`config.mk`:
```
export PLATFORM = sky130hd
export DESIGN_NAME = atf_top
export DESIGN_NICKNAME = d
export VERILOG_FILES = /design/src/common/atf_pkg.sv /design/src/verilog/atf_top.sv
export VERILOG_INCLUDE_DIRS = /design/src /design/src/common
export SDC_FILE = /design/constraint.sdc
export NUM_CORES = 1
export LEC_CHECK = 0
export ABC_AREA = 1
export ABC_CLOCK_PERIOD_IN_PS = 1600
export BUFFER_PORTS_ARGS = -buffer_cell sky130_fd_sc_hd__buf_2
export CORE_MARGIN = 2
export CORE_UTILIZATION = 51
export CTS_CLUSTER_DIAMETER = 50
export CTS_CLUSTER_SIZE = 30
export DETAILED_ROUTE_END_ITERATION = 8
export PLACE_DENSITY = 0.77
export SLEW_MARGIN = 30
export SYNTH_ARGS = -nofsm -noshare
export SYNTH_HDL_FRONTEND = slang
export SYNTH_SLANG_ARGS = --single-unit
```
`constraint.sdc`:
```
create_clock -name clock_in -period 1.6 [get_ports clock_in]
set_clock_uncertainty 0.05 [all_clocks]
set_input_delay 0.08 -clock clock_in [delete_from_list [all_inputs] [get_ports clock_in]]
set_output_delay 0.08 -clock clock_in [all_outputs]
set_load 0.01 [all_outputs]
```
`src/common/atf_cfg.svh`:
```
`ifndef ATF_CFG_SVH
`define ATF_CFG_SVH

// Register bus geometry
`define ATF_ADDR_W      6
`define ATF_DATA_W      8
`define ATF_RES_W       10

// Register offsets
`define ATF_OFS_PIN_OFF 6'h01
`define ATF_OFS_CTRL_B  6'h03
`define ATF_OFS_RES_LO  6'h04
`define ATF_OFS_RES_HI  6'h05
`define ATF_OFS_CTRL_A  6'h06

// Control register A fields
`define ATF_A_ENABLE    7
`define ATF_A_START     6
`define ATF_A_AUTO      5
`define ATF_A_DONE      4
`define ATF_A_IE        3
`define ATF_A_PRESC     2:0

// Control register B fields
`define ATF_B_BIPOLAR   7
`define ATF_B_CMP_MUX   6
`define ATF_B_RESV_HI   5
`define ATF_B_LEFT      4
`define ATF_B_RESV_LO   3
`define ATF_B_SEL       2:0

// Trigger source codes
`define ATF_SEL_FREE    3'h0
`define ATF_SEL_CMP     3'h1
`define ATF_SEL_EXT0    3'h2
`define ATF_SEL_T0CMPA  3'h3
`define ATF_SEL_T0OVF   3'h4
`define ATF_SEL_T1CMPB  3'h5
`define ATF_SEL_T1OVF   3'h6
`define ATF_SEL_T1CAP   3'h7

// Reset values
`define ATF_RST_BYTE    8'h00
`define ATF_RST_RES     10'h000

`endif

```
`src/common/atf_pkg.sv`:
```
`include "atf_cfg.svh"

package atf_pkg;

    // One register bus request
    typedef struct packed {
        logic [`ATF_ADDR_W-1:0] addr;
        logic [`ATF_DATA_W-1:0] wdata;
        logic                   wr;
        logic                   rd;
    } atf_bus_t;

    // Whole state of the block
    typedef struct packed {
        logic [7:0]  ctrl_a;
        logic [7:0]  ctrl_b;
        logic [7:0]  pin_off;
        logic [9:0]  result;
        logic        locked;
        logic        prev_trig;
        logic [2:0]  prev_sel;
        logic        start;
        logic [7:0]  rdata;
        logic [7:0]  pin_s1;
        logic [7:0]  pin_s2;
        logic [7:0]  pin_rd;
    } atf_state_t;

endpackage : atf_pkg

```
`src/verilog/atf_top.sv`:
```
//
// Contract
// Alignment bit picks left or right result
// Alignment change shows in result at once
// Reserved control bits 5, 3 store writes
// Source field matters only with auto trigger
// Auto mode starts on selected flag rise
// Switching low to high source triggers
// Switching to free running never triggers
// Source codes map to eight trigger flags
// Disable bit switches off pin input buffer
// Disabled pin reads zero in port input
// Software disables unused analog pin buffers
// Auto enable starts on positive trigger edge
// Result byte layouts per alignment
// Low read locks pair until high read
// Registered flag copy gives edge detect
//
`include "atf_cfg.svh"

module atf_top
    import atf_pkg::*;
(
    input  wire logic                   clock_in,
    input  wire logic                   reset_n_in,
    input  wire logic [`ATF_ADDR_W-1:0] addr_in,
    input  wire logic [`ATF_DATA_W-1:0] wr_data_in,
    input  wire logic                   wr_in,
    input  wire logic                   rd_in,
    output logic      [`ATF_DATA_W-1:0] rd_data_out,
    input  wire logic [7:1]             trig_flags_in,
    input  wire logic                   conv_done_in,
    input  wire logic [`ATF_RES_W-1:0]  conv_result_in,
    output logic                        conv_enable_out,
    output logic                        conv_start_out,
    output logic      [2:0]             conv_prescale_out,
    output logic                        conv_bipolar_out,
    output logic                        comparator_mux_select_out,
    output logic                        conversion_done_flag_out,
    input  wire logic [7:0]             pin_level_in,
    output logic      [7:0]             analog_pin_input_off_out,
    output logic      [7:0]             pin_read_out
);

    atf_bus_t   bus;
    atf_state_t st_r;
    atf_state_t st_nxt;
    logic       trig_cur;
    logic       to_free;
    logic       trig_fire;
    logic       sw_start;
    logic [7:0] res_hi;
    logic [7:0] res_lo;

    // Bus signals travel together
    assign bus = '{addr: addr_in, wdata: wr_data_in, wr: wr_in, rd: rd_in};

    // Selected trigger flag; free running watches the done flag
    always_comb begin
        unique case (st_r.ctrl_b[`ATF_B_SEL])
            `ATF_SEL_FREE:   trig_cur = st_r.ctrl_a[`ATF_A_DONE];
            `ATF_SEL_CMP:    trig_cur = trig_flags_in[1];
            `ATF_SEL_EXT0:   trig_cur = trig_flags_in[2];
            `ATF_SEL_T0CMPA: trig_cur = trig_flags_in[3];
            `ATF_SEL_T0OVF:  trig_cur = trig_flags_in[4];
            `ATF_SEL_T1CMPB: trig_cur = trig_flags_in[5];
            `ATF_SEL_T1OVF:  trig_cur = trig_flags_in[6];
            `ATF_SEL_T1CAP:  trig_cur = trig_flags_in[7];
        endcase
    end

    // A move onto the free-running code must not look like an edge,
    // even though the done flag may already sit high
    assign to_free = (st_r.ctrl_b[`ATF_B_SEL] == `ATF_SEL_FREE)
                  && (st_r.prev_sel != `ATF_SEL_FREE);

    // Edge against the stored copy; a source switch shows up the same way
    assign trig_fire = trig_cur && !st_r.prev_trig && !to_free
                    && st_r.ctrl_a[`ATF_A_AUTO]
                    && st_r.ctrl_a[`ATF_A_ENABLE];

    // Software start: start bit written with enable in the same value
    assign sw_start = bus.wr && (bus.addr == `ATF_OFS_CTRL_A)
                   && bus.wdata[`ATF_A_START]
                   && bus.wdata[`ATF_A_ENABLE];

    // Result bytes formed live from the stored result, so a flip of
    // the alignment bit is seen mid-conversion with no extra state
    always_comb begin
        if (st_r.ctrl_b[`ATF_B_LEFT]) begin
            res_hi = st_r.result[9:2];
            res_lo = {st_r.result[1:0], 6'h00};
        end else begin
            res_hi = {6'h00, st_r.result[9:8]};
            res_lo = st_r.result[7:0];
        end
    end

    // Next state of the whole block
    always_comb begin
        st_nxt = st_r;

        // Edge history follows the selection every cycle
        st_nxt.prev_trig = trig_cur;
        st_nxt.prev_sel  = st_r.ctrl_b[`ATF_B_SEL];

        // Register writes
        if (bus.wr) begin
            unique case (bus.addr)
                `ATF_OFS_CTRL_A: begin
                    st_nxt.ctrl_a[`ATF_A_ENABLE] = bus.wdata[`ATF_A_ENABLE];
                    st_nxt.ctrl_a[`ATF_A_AUTO]   = bus.wdata[`ATF_A_AUTO];
                    st_nxt.ctrl_a[`ATF_A_IE]     = bus.wdata[`ATF_A_IE];
                    st_nxt.ctrl_a[`ATF_A_PRESC]  = bus.wdata[`ATF_A_PRESC];
                    // Done flag clears by writing a one
                    if (bus.wdata[`ATF_A_DONE]) begin
                        st_nxt.ctrl_a[`ATF_A_DONE] = 1'b0;
                    end
                end
                `ATF_OFS_CTRL_B: begin
                    st_nxt.ctrl_b = bus.wdata;
                end
                `ATF_OFS_PIN_OFF: begin
                    st_nxt.pin_off = bus.wdata;
                end
                default: begin
                end
            endcase
        end

        // Start pulse; a busy converter ignores further requests
        st_nxt.start = (sw_start || trig_fire)
                    && !st_r.ctrl_a[`ATF_A_START];
        if (st_nxt.start) begin
            st_nxt.ctrl_a[`ATF_A_START] = 1'b1;
        end

        // Completion: flag set beats a same-cycle clear
        if (conv_done_in && st_r.ctrl_a[`ATF_A_ENABLE]) begin
            st_nxt.ctrl_a[`ATF_A_START] = 1'b0;
            st_nxt.ctrl_a[`ATF_A_DONE]  = 1'b1;
            // Held pair drops the new result rather than tearing it
            if (!st_r.locked) begin
                st_nxt.result = conv_result_in;
            end
        end

        // Turning the converter off ends any conversion in flight
        if (!st_nxt.ctrl_a[`ATF_A_ENABLE]) begin
            st_nxt.ctrl_a[`ATF_A_START] = 1'b0;
            st_nxt.start                = 1'b0;
        end

        // Register reads, answered one cycle later
        st_nxt.rdata = `ATF_RST_BYTE;
        if (bus.rd) begin
            unique case (bus.addr)
                `ATF_OFS_CTRL_A:  st_nxt.rdata = st_r.ctrl_a;
                `ATF_OFS_CTRL_B:  st_nxt.rdata = st_r.ctrl_b;
                `ATF_OFS_PIN_OFF: st_nxt.rdata = st_r.pin_off;
                `ATF_OFS_RES_HI: begin
                    st_nxt.rdata  = res_hi;
                    st_nxt.locked = 1'b0;
                end
                `ATF_OFS_RES_LO: begin
                    st_nxt.rdata  = res_lo;
                    st_nxt.locked = 1'b1;
                end
                default:          st_nxt.rdata = `ATF_RST_BYTE;
            endcase
        end

        // Pin inputs: two-stage sync, then gate by the disable bits
        st_nxt.pin_s1 = pin_level_in;
        st_nxt.pin_s2 = st_r.pin_s1;
        st_nxt.pin_rd = st_r.pin_s2 & ~st_r.pin_off;
    end

    // State register
    always_ff @(posedge clock_in or negedge reset_n_in) begin
        if (!reset_n_in) begin
            st_r <= '{ctrl_a:    `ATF_RST_BYTE,
                      ctrl_b:    `ATF_RST_BYTE,
                      pin_off:   `ATF_RST_BYTE,
                      result:    `ATF_RST_RES,
                      locked:    1'b0,
                      prev_trig: 1'b0,
                      prev_sel:  `ATF_SEL_FREE,
                      start:     1'b0,
                      rdata:     `ATF_RST_BYTE,
                      pin_s1:    `ATF_RST_BYTE,
                      pin_s2:    `ATF_RST_BYTE,
                      pin_rd:    `ATF_RST_BYTE};
        end else begin
            st_r <= st_nxt;
        end
    end

    // Outputs straight from the state register
    assign rd_data_out               = st_r.rdata;
    assign conv_enable_out           = st_r.ctrl_a[`ATF_A_ENABLE];
    assign conv_start_out            = st_r.start;
    assign conv_prescale_out         = st_r.ctrl_a[`ATF_A_PRESC];
    assign conv_bipolar_out          = st_r.ctrl_b[`ATF_B_BIPOLAR];
    assign comparator_mux_select_out = st_r.ctrl_b[`ATF_B_CMP_MUX];
    assign conversion_done_flag_out  = st_r.ctrl_a[`ATF_A_DONE];
    assign analog_pin_input_off_out  = st_r.pin_off;
    assign pin_read_out              = st_r.pin_rd;
endmodule : atf_top
```
* Word level (Yosys, flattened, before mapping)
Index checks and enable logic that the tools add are counted.
Storage, ports and cells: latch bits 0, bits in read-only memories 0, logic and storage cells 75, output and inout bits 32, memory bits (writable) 0, memories 0, register bits after elaboration 72, input port bits 44
Cells by class: divide/modulo/power cells 0, magnitude comparators 0, shift operators 0, reductions and logical operators 26, equality and inequality tests 13, add/sub/neg operators 0, bitwise gates (word level) 3, $mul 0, mux-type cells 18
Operators by type and width (count):
- 8-bit 2-to-1 mux | 5
- 8-bit one-hot mux with 5 select lines | 1
- 21-bit 2-to-1 mux | 1
- 6-bit by 3-bit equality test with 1-bit output (second input constant) | 3
- 3-bit equality test (second input constant) | 4
- 1-bit logical AND | 10
- 2-bit AND reduction | 5
- 8-bit bitwise AND | 1
- 1-bit 2-to-1 mux | 8
- 8-bit NOT | 1
- 1-bit one-hot mux with 8 select lines | 1
- 2-bit nonzero test | 4
- 3-bit by 2-bit equality test with 1-bit output (second input constant) | 2
- 6-bit by 1-bit equality test with 1-bit output (second input constant) | 1
- 6-bit by 2-bit equality test with 1-bit output (second input constant) | 1
- 5-bit 2-to-1 mux | 1
- 3-bit by 1-bit equality test with 1-bit output (second input constant) | 1
- 1-bit logical NOT | 3
- 3-bit logical NOT | 1
- 3-bit by 1-bit inequality test with 1-bit output (second input constant) | 1
- 3-bit AND reduction | 1
- 3-bit nonzero test | 1
- 1-bit one-hot mux with 2 select lines | 1
- 1-bit logical OR | 1
- 1-bit NOT | 1

* Depth between registers and ports, before layout
Gate-level depths: netlist of the first run.
word-level depth 11, gate-level depth with buffers 10, depth with buffers taken out 9

* Least setup slack after synthesis of the first run
OpenSTA, ideal clock, no wires.
path kind flip-flop to flip-flop, start point register st_r (netlist bit conv_enable_out), end point register st_r[38] in the netlist's numbering, data required time 1.426 ns, period minus slack after synthesis 1.402 ns, path slack 0.198 ns, buffers on the path 2, stages on the path, launching flop included 7, setup time 0.124 ns, arrival 1.228 ns, cell sequence dfrtp_1 > nand2_1 > or2_2 > clkbuf_1 > buf_2 > nor2_1 > a21oi_1
Between the ends: cells in the longest elaborated chain, start to end 2
RTL lines:
- start: declaration | RTL line atf_top.sv:46 | atf_state_t st_r;
- start signal: assignment | RTL line atf_top.sv:182 | st_r <= '{ctrl_a: `ATF_RST_BYTE,
- start signal: assignment | RTL line atf_top.sv:195 | st_r <= st_nxt;
- 1-bit logical AND | RTL line atf_top.sv:139 | if (conv_done_in && st_r.ctrl_a[`ATF_A_ENABLE]) begin
- 2-bit AND reduction (no source line)
Every way passes these cells. A chain may end at the register's enable or synchronous reset.

* Final worst setup path of the first run
start point register st_r (netlist bit conv_enable_out), end point register st_r[46] in the netlist's numbering
Same word-level chain as after synthesis.

==> impl_metrics.yaml, run 1 <==
power_and_ir_drop:
  power_uw: 4650
  p_int_uw: 3360
  clkPwrFrac_pct: 34.8
  ir_worst_vdd_mv: 0.748
  pwr-share-seq_pct: 49.2
  leakagePower_uw: 0.00210
  p_comb_share_pct: 16.0
  swShare_pct: 27.8
  p_sw_uw: 1300
  power_density_nw_per_um2: 1180
floorplan:
  dieHeight_um: 82.8
  fp-row-count: 28
  start_util_pct: 53.2
  num_io_pins: 76
  coreArea_um2: 5960
  die_w_um: 82.8
  die_area_um2: 6860
setup_path:
  critPathMaxFanout: 15
  worstReg2RegStart: "conv_enable_out"
  crit_path_end_kind: "register"
  critPathKind: "register to register"
  r2r-end: "st_r[46]"
  rr_worst_depth: 3
  cp.required_ns: 1.78
  startpoint_type: "register"
  crit_start: "conv_enable_out"
  critPathArrivalTime_ns: 1.71
  crit_end: "st_r[46]"
  r2r_slack_ns: 0.06
clock_network:
  clk_pin_slew_ns: 0.08
  clock_latency_ns: 0.35
  root_buffer: "clkbuf_8"
  numClockSinks: 72
  cts_made_buffers: 9
  h-tree-depth: 3
  cts_tree: "done"
  clockBufferDepth: 2
  cts_setup_buffers: 0
grt:
  grt_pass1_vias: 2336
  grt_pass1_wl_um: 11000
  antenna_found_initial: 0
  grtUsageTotal_pct: 20.3
  grt_start_max_net_pins: 73
  grt_overflow: 0
sta:
  slew_viol_final: 0
  clock.fmax_ghz: 0.651
  layout_setup_ws_ns: 0.0644
  fin_setup_tns_ns: 0
  rsz0062_at_grt: "no"
  slew_headroom_pct: 74.7
  worst_slew_pin_slew_ns: 0.379
  final-setup-viol-count: 0
  finalCritPeriodShare_pct: 96.0
  finalHoldViolations: 0
  timing.final.crit_period_ns: 1.54
route:
  via_per_inst: 4.91
  totalWireLength_um: 6660
  wl_per_cell_um: 13.0
  first_pass_iters: 4
  initialDrtViolationCount: 216
  drtAntennaViolNets: 0
  drc: 0
  vias: 2522
min_path:
  hold_path_class: "primary input to register"
place:
  dpl-instance-area_um2: 3430
  globalplace.congestion: 0.817
  dp_hpwl_um: 4510
  placement.io_buffers: 75
  place_ws_ns: 0.0596
cells_and_area:
  final_cell_area_um2: 3950
  nets: 478
  n_antenna_cell: 0
  layout-drive-gt1-share_pct: 27.8
  area_growth_pct: 24.6
  n_fill_cell: 495
  final_common_cell: "nand2_1"
  final_cell_mix: "nand2_1, buf_2, dfrtp_1, inv_1, nor2_1"
logic_synthesis:
  synth_top_family_by_area: "simple AND/OR/NAND/NOR gates"
  synth_edf_count: 0
  synth_compound_gate_area_share_pct: 6.87
  ys_seq_area_share_pct: 56.9
  yosys.area_share.simple_pct: 21.7
  synth_area_leader_cell: "dfrtp_1"
  synth.distinct_cells: 27
  yosysWarnings: 0
  synth.top_cell.area_share_pct: 56.9
  syn_avg_cell_area_um2: 9.03
  syn_area_um2: 3170
  yosys.area_share.adder_pct: 0
  synth-seq-cells: 72
  synthXorXnorAreaFrac_pct: 0
  synthMuxAreaShare_pct: 1.78
  ys_async_sr_fraction_pct: 100
  synthCells: 351
  syn_nets: 395
  synthTopCellsByArea: "dfrtp_1, nand2_1, buf_4, inv_1, nor2_1"
  synth_ff_type: "dfrtp_1"
run_status:
  status: "finished clean"
job:
  maxCapViolCount: 0
## worst min-delay path by stage
stage	to	slack [ns]	cells past startpoint	from
6_report	rd_data_out[3]	0.05	3	rd_in
3_3_place_gp	st_nxt[13]	0.08	2	reset_n_in
4_1_cts	rd_data_out[3]	0.05	3	rd_in
2_1_floorplan	analog_pin_input_off_out[0]	-0.27	0	reset_n_in
5_1_grt	rd_data_out[2]	0.09	3	rd_in
3_5_place_dp	st_nxt[13]	0.09	2	reset_n_in
## metal layers
layer | share of wire, % | global-route usage [%] | vias to the layer above
li1 | - | - | 1230
met3 | 7.7 | 5.86 | 13
met5 | 0 | 0 | -
met4 | 1.6 | 6.26 | 0
met1 | 44 | 28.1 | 1193
met2 | 47 | 31.1 | 86
## Yosys cell counts (2+ instances only)
| cell | number |
|---|---|
| nand2_1 | 91 |
| dfrtp_1 | 72 |
| inv_1 | 36 |
| nor2_1 | 34 |
| buf_4 | 27 |
| o21ai_1 | 21 |
| nand3_1 | 14 |
| a21oi_1 | 11 |
| o21ai_0 | 7 |
| mux2_2 | 5 |
| nand2_2 | 5 |
| buf_2 | 4 |
| nor2_4 | 4 |
| nand4_1 | 3 |
| buf_6 | 2 |
| clkbuf_1 | 2 |
| inv_2 | 2 |
| nor3_1 | 2 |
## metrics by stage
step,hold slack (ns),cells,util (%)
after floorplan,-0.266,351,-
after global placement,0.0821,470,57.5
after detailed placement,0.0859,470,57.5
after CTS,0.0474,514,66.1
after global routing,0.0898,514,66.3
final,0.0500,514,66.3
## what timing repair did
action                                  in CTS  in global routing
endpoints found under the setup margin       0                  2
endpoints found under the hold margin      113                  0
hold buffers                                28                  0
gates resized for setup                      0                  5
## state kept, by name (all words and copies together), names as in the netlist
name                       count
analog_pin_input_off_out       8
comparator_mux_select_out      1
conv_bipolar_out               1
conv_enable_out                1
conv_prescale_out              3
conv_start_out                 1
conversion_done_flag_out       1
pin_read_out                   8
rd_data_out                    8
st_nxt                        11
st_r                          29
## power groups by stage
stage	Sequential, uW	Combinational [uW]	Clock [uW]
after floorplan	2250	519	0
after global placement	2300	656	0
after detailed placement	2310	683	0
after CTS	2280	738	1650
after global routing	2320	851	1730
final	2290	746	1620
## cell families (layout without fill, tap and decap cells)
group                  Yosys count  in the layout
AND/OR/NAND/NOR                157            157
buffers and inverters           75            163
multiplexers                     5              5
flip-flops                      72             72
AO/OA/AOI/OAI                   42             42
## cell type report
class	instances	area [um2]	area share, %
flip-flops and latches	72	1810	45.7
multi-input cells	204	970	24.6
repair buffers	107	698	17.7
inverters	40	151	3.84
clock buffers	10	138	3.49
well taps	75	93.8	2.38
clock inverters	6	91.3	2.31
## critical path, stage by stage, from the launching register on
cell and delay, ns:
dfrtp_1 0.44, nand2_1 0.15, or2_2 0.44, mux2_2 0.33
Power figures use the tool's default switching activity.
==> run 2, diff against run 1 <==
Settings changed: BUFFER_PORTS_ARGS -buffer_cell sky130_fd_sc_hd__buf_2 to -buffer_cell sky130_fd_sc_hd__buf_4.
==> run 2 against run 1 <==
Via count about the same. Critical path depth unchanged. Die area unchanged. Largest power group unchanged. Sequential power about the same. Hold slack worse by 0.0032 ns. Global-route usage up 1.1 points. Sequential share of layout area down 1.7 points. Sequential cell count unchanged. Clock power down 12%. Combinational power up 10%. Largest cell class unchanged.
==> impl_metrics.yaml, run 2 (synthesized netlist as in run 1, its figures left out) <==
clock_network:
  postCtsHoldBufs: 28
  h-tree-depth: 3
  cts_setup_buffers: 0
  clock_latency_ns: 0.35
  cts_resized: 0
  root_buffer: "clkbuf_8"
  numClockSinks: 72
  cts_tree: "done"
  clk_pin_slew_ns: 0.08
  clockBufferDepth: 2
  cts_made_buffers: 9
place:
  dp_hpwl_um: 4860
  placement.io_buffers: 75
  place_ws_ns: 0.118
  globalplace.congestion: 0.877
cells_and_area:
  final_common_cell: "nand2_1"
  postLayoutCoreUtil_pct: 68.7
  largest_register_ffs: 29
  final_cell_mix: "nand2_1, buf_4, dfrtp_1, inv_1, nor2_1"
  layout-drive-gt1-share_pct: 26.4
  n_antenna_cell: 0
  regMostFlops: "st_r"
  area_growth_pct: 29.1
  nets: 478
power_and_ir_drop:
  pwr-share-seq_pct: 50.4
  clkPwrFrac_pct: 31.5
  p_int_uw: 3220
  swShare_pct: 28.9
  power_density_nw_per_um2: 1110
  p_sw_uw: 1310
  ir_worst_vdd_mv: 0.859
  leakagePower_uw: 0.00213
  power_uw: 4530
  p_comb_share_pct: 18.1
setup_path:
  startpoint_type: "register"
  critPathArrivalTime_ns: 1.66
  r2r_slack_ns: 0.12
  critPathMaxFanout: 15
  cp.required_ns: 1.78
  crit_path_end_kind: "register"
  critPathKind: "register to register"
floorplan:
  die_w_um: 82.8
  start_util_pct: 53.2
  coreArea_um2: 5960
  die_area_um2: 6860
  dieHeight_um: 82.8
  fp-row-count: 28
  num_io_pins: 76
grt:
  grtUsageTotal_pct: 21.4
  grt_start_max_net_pins: 41
  grt_busiest_layer: "met2"
  grt_overflow: 0
  antenna_found_initial: 0
  use_met1_pct: 29.1
  grt_pass1_vias: 2524
  use_met2_pct: 32.5
  met3_usage_pct: 6.36
  grt_pass1_wl_um: 11800
sta:
  worst_slew_pin_slew_ns: 0.439
  slew_viol_final: 0
  finalHoldViolations: 0
  slew_headroom_pct: 70.8
  final-setup-viol-count: 0
  fin_setup_tns_ns: 0
  rsz0062_at_grt: "no"
  finalCritPeriodShare_pct: 92.7
  layout_setup_ws_ns: 0.116
  timing.final.crit_period_ns: 1.48
  clock.fmax_ghz: 0.674
  holdWs_ns: 0.0468
route:
  vias: 2520
  via_per_inst: 4.90
  totalWireLength_um: 6990
  drc: 0
  wl_per_cell_um: 13.6
  drtAntennaViolNets: 0
  first_pass_iters: 4
  initialDrtViolationCount: 185
min_path:
  hold_path_class: "primary input to register"
run_status:
  status: "finished clean"
job:
  maxCapViolCount: 0
## run 2: cell count changes in the layout (fill, tap and decap cells not counted), sizes merged
| cell | previous run | this run |
|---|---|---|
| bufinv | 2 | 1 |
| clkinvlp | 0 | 1 |
## run 2: path summary, 6_finish.rpt
kind | from | endpoint | depth (start not counted)
min in group asynchronous | reset_n_in | st_nxt[13] | 2
max reg2reg | conv_enable_out | st_r[44] | 3
min reg2reg | st_nxt[11] | st_r[11] | 0
min | addr_in[0] | st_r[37] | 4
max in group asynchronous | reset_n_in | rd_data_out[6] | 3
max | conv_enable_out | st_r[44] | 3
## run 2: power by group through the flow
stage	Clock, uW	Combinational (uW)	Sequential [uW]
after global routing	1520	916	2320
after CTS	1450	818	2280
after detailed placement	0	759	2310
final	1430	822	2280
after global placement	0	734	2300
after floorplan	0	519	2250
## run 2: metal layers
layer | up-vias | wire length, um
met3 | 13 | 541
met5 | - | 0
met4 | 0 | 153
met1 | 1177 | 2960
li1 | 1229 | -
met2 | 101 | 3330
## run 2: final cells by class
type	count	area (um2)
sequential	72	1800
clock inverter	6	68.8
clock buffer	10	128
fill	485	1860
multi-input combinational	204	962
timing repair buffer	107	886
tap	75	93.8
inverter	40	151
## run 2: per-stage QoR
| stage | std cells | area [um2] |
|---|---|---|
| after floorplan | 351 | 3170 |
| after global placement | 470 | 3610 |
| after detailed placement | 470 | 3610 |
| after CTS | 514 | 4090 |
| after global routing | 514 | 4090 |
| final | 514 | 4090 |
## run 2: worst max-delay path, cell delays in order, from the launching register on
cell     delay, ns
dfrtp_1       0.43
nand2_1       0.14
or2_2         0.43
mux2_2        0.32
==> run 3, diff against run 2 <==
Settings changed: PLACE_DENSITY 0.77 to 0.81.
==> run 3 against run 2 <==
Clock-buffer cell count unchanged. Register-to-register slack is essentially flat. Sequential share of layout area fell by 0.13 points. Power increased by 2.4%. Clock power is 7% higher. Die area unchanged. Non-clock buffer count unchanged. Routed wire length is 0.47% higher. Utilization is 0.25 points higher. Largest power group unchanged.
==> impl_metrics.yaml, run 3 (synthesized netlist as in run 1, its figures left out) <==
run_status:
  status: "finished clean"
setup_path:
  worstReg2RegStart: "conv_enable_out"
  critPathMaxFanout: 15
  critPathArrivalTime_ns: 1.67
  cp.required_ns: 1.78
  critPathKind: "register to register"
  crit_path_cell_trace: "nand2_1, or2_2, mux2_2"
  startpoint_type: "register"
  cpMaxStageDelayCell: "or2_2"
  cpPeakStageDelay_ns: 0.44
  crit_path_end_kind: "register"
  crit_start: "conv_enable_out"
floorplan:
  die_area_um2: 6860
  start_util_pct: 53.2
  die_w_um: 82.8
  num_io_pins: 76
  dieHeight_um: 82.8
  fp-row-count: 28
  coreArea_um2: 5960
sta:
  slew_headroom_pct: 71.3
  final-setup-viol-count: 0
  timing.final.crit_period_ns: 1.49
  worst_slew_pin_slew_ns: 0.430
  finalHoldViolations: 0
  fin_setup_tns_ns: 0
  clock.fmax_ghz: 0.669
  finalCritPeriodShare_pct: 93.4
  slew_viol_final: 0
  rsz0062_at_grt: "no"
  layout_setup_ws_ns: 0.106
route:
  initialDrtViolationCount: 266
  totalWireLength_um: 7020
  drc: 0
  drtAntennaViolNets: 0
  first_pass_iters: 4
  vias: 2568
  via_per_inst: 5.01
  wl_per_cell_um: 13.7
power_and_ir_drop:
  leakagePower_uw: 0.00214
  power_density_nw_per_um2: 1130
  ir_worst_vdd_mv: 0.648
clock_network:
  h-tree-depth: 3
  cts_made_buffers: 9
  numClockSinks: 72
  clk_pin_slew_ns: 0.07
  root_buffer: "clkbuf_8"
  clockBufferDepth: 2
  cts_tree: "done"
  cts_setup_buffers: 0
  clock_latency_ns: 0.34
grt:
  grt_pass1_vias: 2490
  grt_overflow: 0
  grt_start_max_net_pins: 41
  antenna_found_initial: 0
  grt_pass1_wl_um: 11700
  grtUsageTotal_pct: 21.6
place:
  place_ws_ns: 0.133
  placement.io_buffers: 75
  dp_hpwl_um: 4860
  globalplace.congestion: 0.897
cells_and_area:
  regMostFlops: "st_r"
  area_growth_pct: 29.6
  final_common_cell: "nand2_1"
  final_cell_mix: "nand2_1, buf_4, dfrtp_1, inv_1, nor2_1"
  largest_register_ffs: 29
  n_antenna_cell: 0
  nets: 478
  layout-drive-gt1-share_pct: 26.5
min_path:
  min_from: "addr_in[0]"
  hold_path_class: "primary input to register"
job:
  maxCapViolCount: 0
[run 3: cell types whose count changed in the layout (fill, tap and decap cells not counted)]
cell | before | now
bufinv_16 | 1 | 2
dfrtp_2 | 0 | 1
clkinvlp_4 | 1 | 0
dfrtp_1 | 72 | 71
inv_6 | 1 | 0
[run 3: cell type report]
class                      instances  area [um2]
fill                             478        1850
sequential                        72        1800
multi-input combinational        204         962
timing repair buffer             107         886
inverter                          40         151
clock buffer                      10         128
tap                               75        93.8
clock inverter                     5        82.6
[run 3: what timing repair did]
item	in CTS	in global routing
hold buffers	28	0
resized for setup	0	1
endpoints found under the hold margin	72	0
setup endpoints to repair	0	1
[run 3: path summary, 6_finish.rpt]
kind                              endpoint  slack [ns]  cells after the start
worst max-delay path              st_r[42]        0.11                      3
worst min-delay path              st_r[37]        0.06                      4
worst max register to register    st_r[42]        0.11                      3
worst min register to register    st_r[14]        0.30                      0
max in group asynchronous         st_r[42]        0.78                      3
min in group asynchronous       st_nxt[13]        0.17                      2
[run 3: power breakdown]
| part | switching [uW] | internal [uW] | total (uW) |
|---|---|---|---|
| registers | 199 | 2090 | 2290 |
| clock network | 658 | 872 | 1530 |
| logic | 417 | 404 | 821 |
| total | 1270 | 3370 | 4640 |
[run 3: per-stage QoR]
stage	total power, uW	util [%]	hold WS, ns	area (um2)	instances
CTS	4660	68.9	0.0640	4110	513
detailed placement	3070	60.7	0.000186	3610	470
finish	4640	68.9	0.0604	4110	513
floorplan	2770	-	-0.266	3170	351
global route	4880	68.9	0.0888	4110	513
global placement	3030	60.7	-0.000722	3610	470
[run 3: critical path, delay by kind of cell (launching register included)]
family           cells  cell delay (ns)
flip-flops           1             0.43
multiplexers         1             0.32
AND/OR/NAND/NOR      2             0.58
[run 3: layer usage]
metal | track usage (%) | part of all wire (%) | vias to the layer above
li1 | - | - | 1222
met1 | 28.8 | 42 | 1213
met2 | 33.1 | 48 | 112
met3 | 5.07 | 7.6 | 21
met4 | 10.7 | 3.1 | 0
met5 | 0 | 0 | -
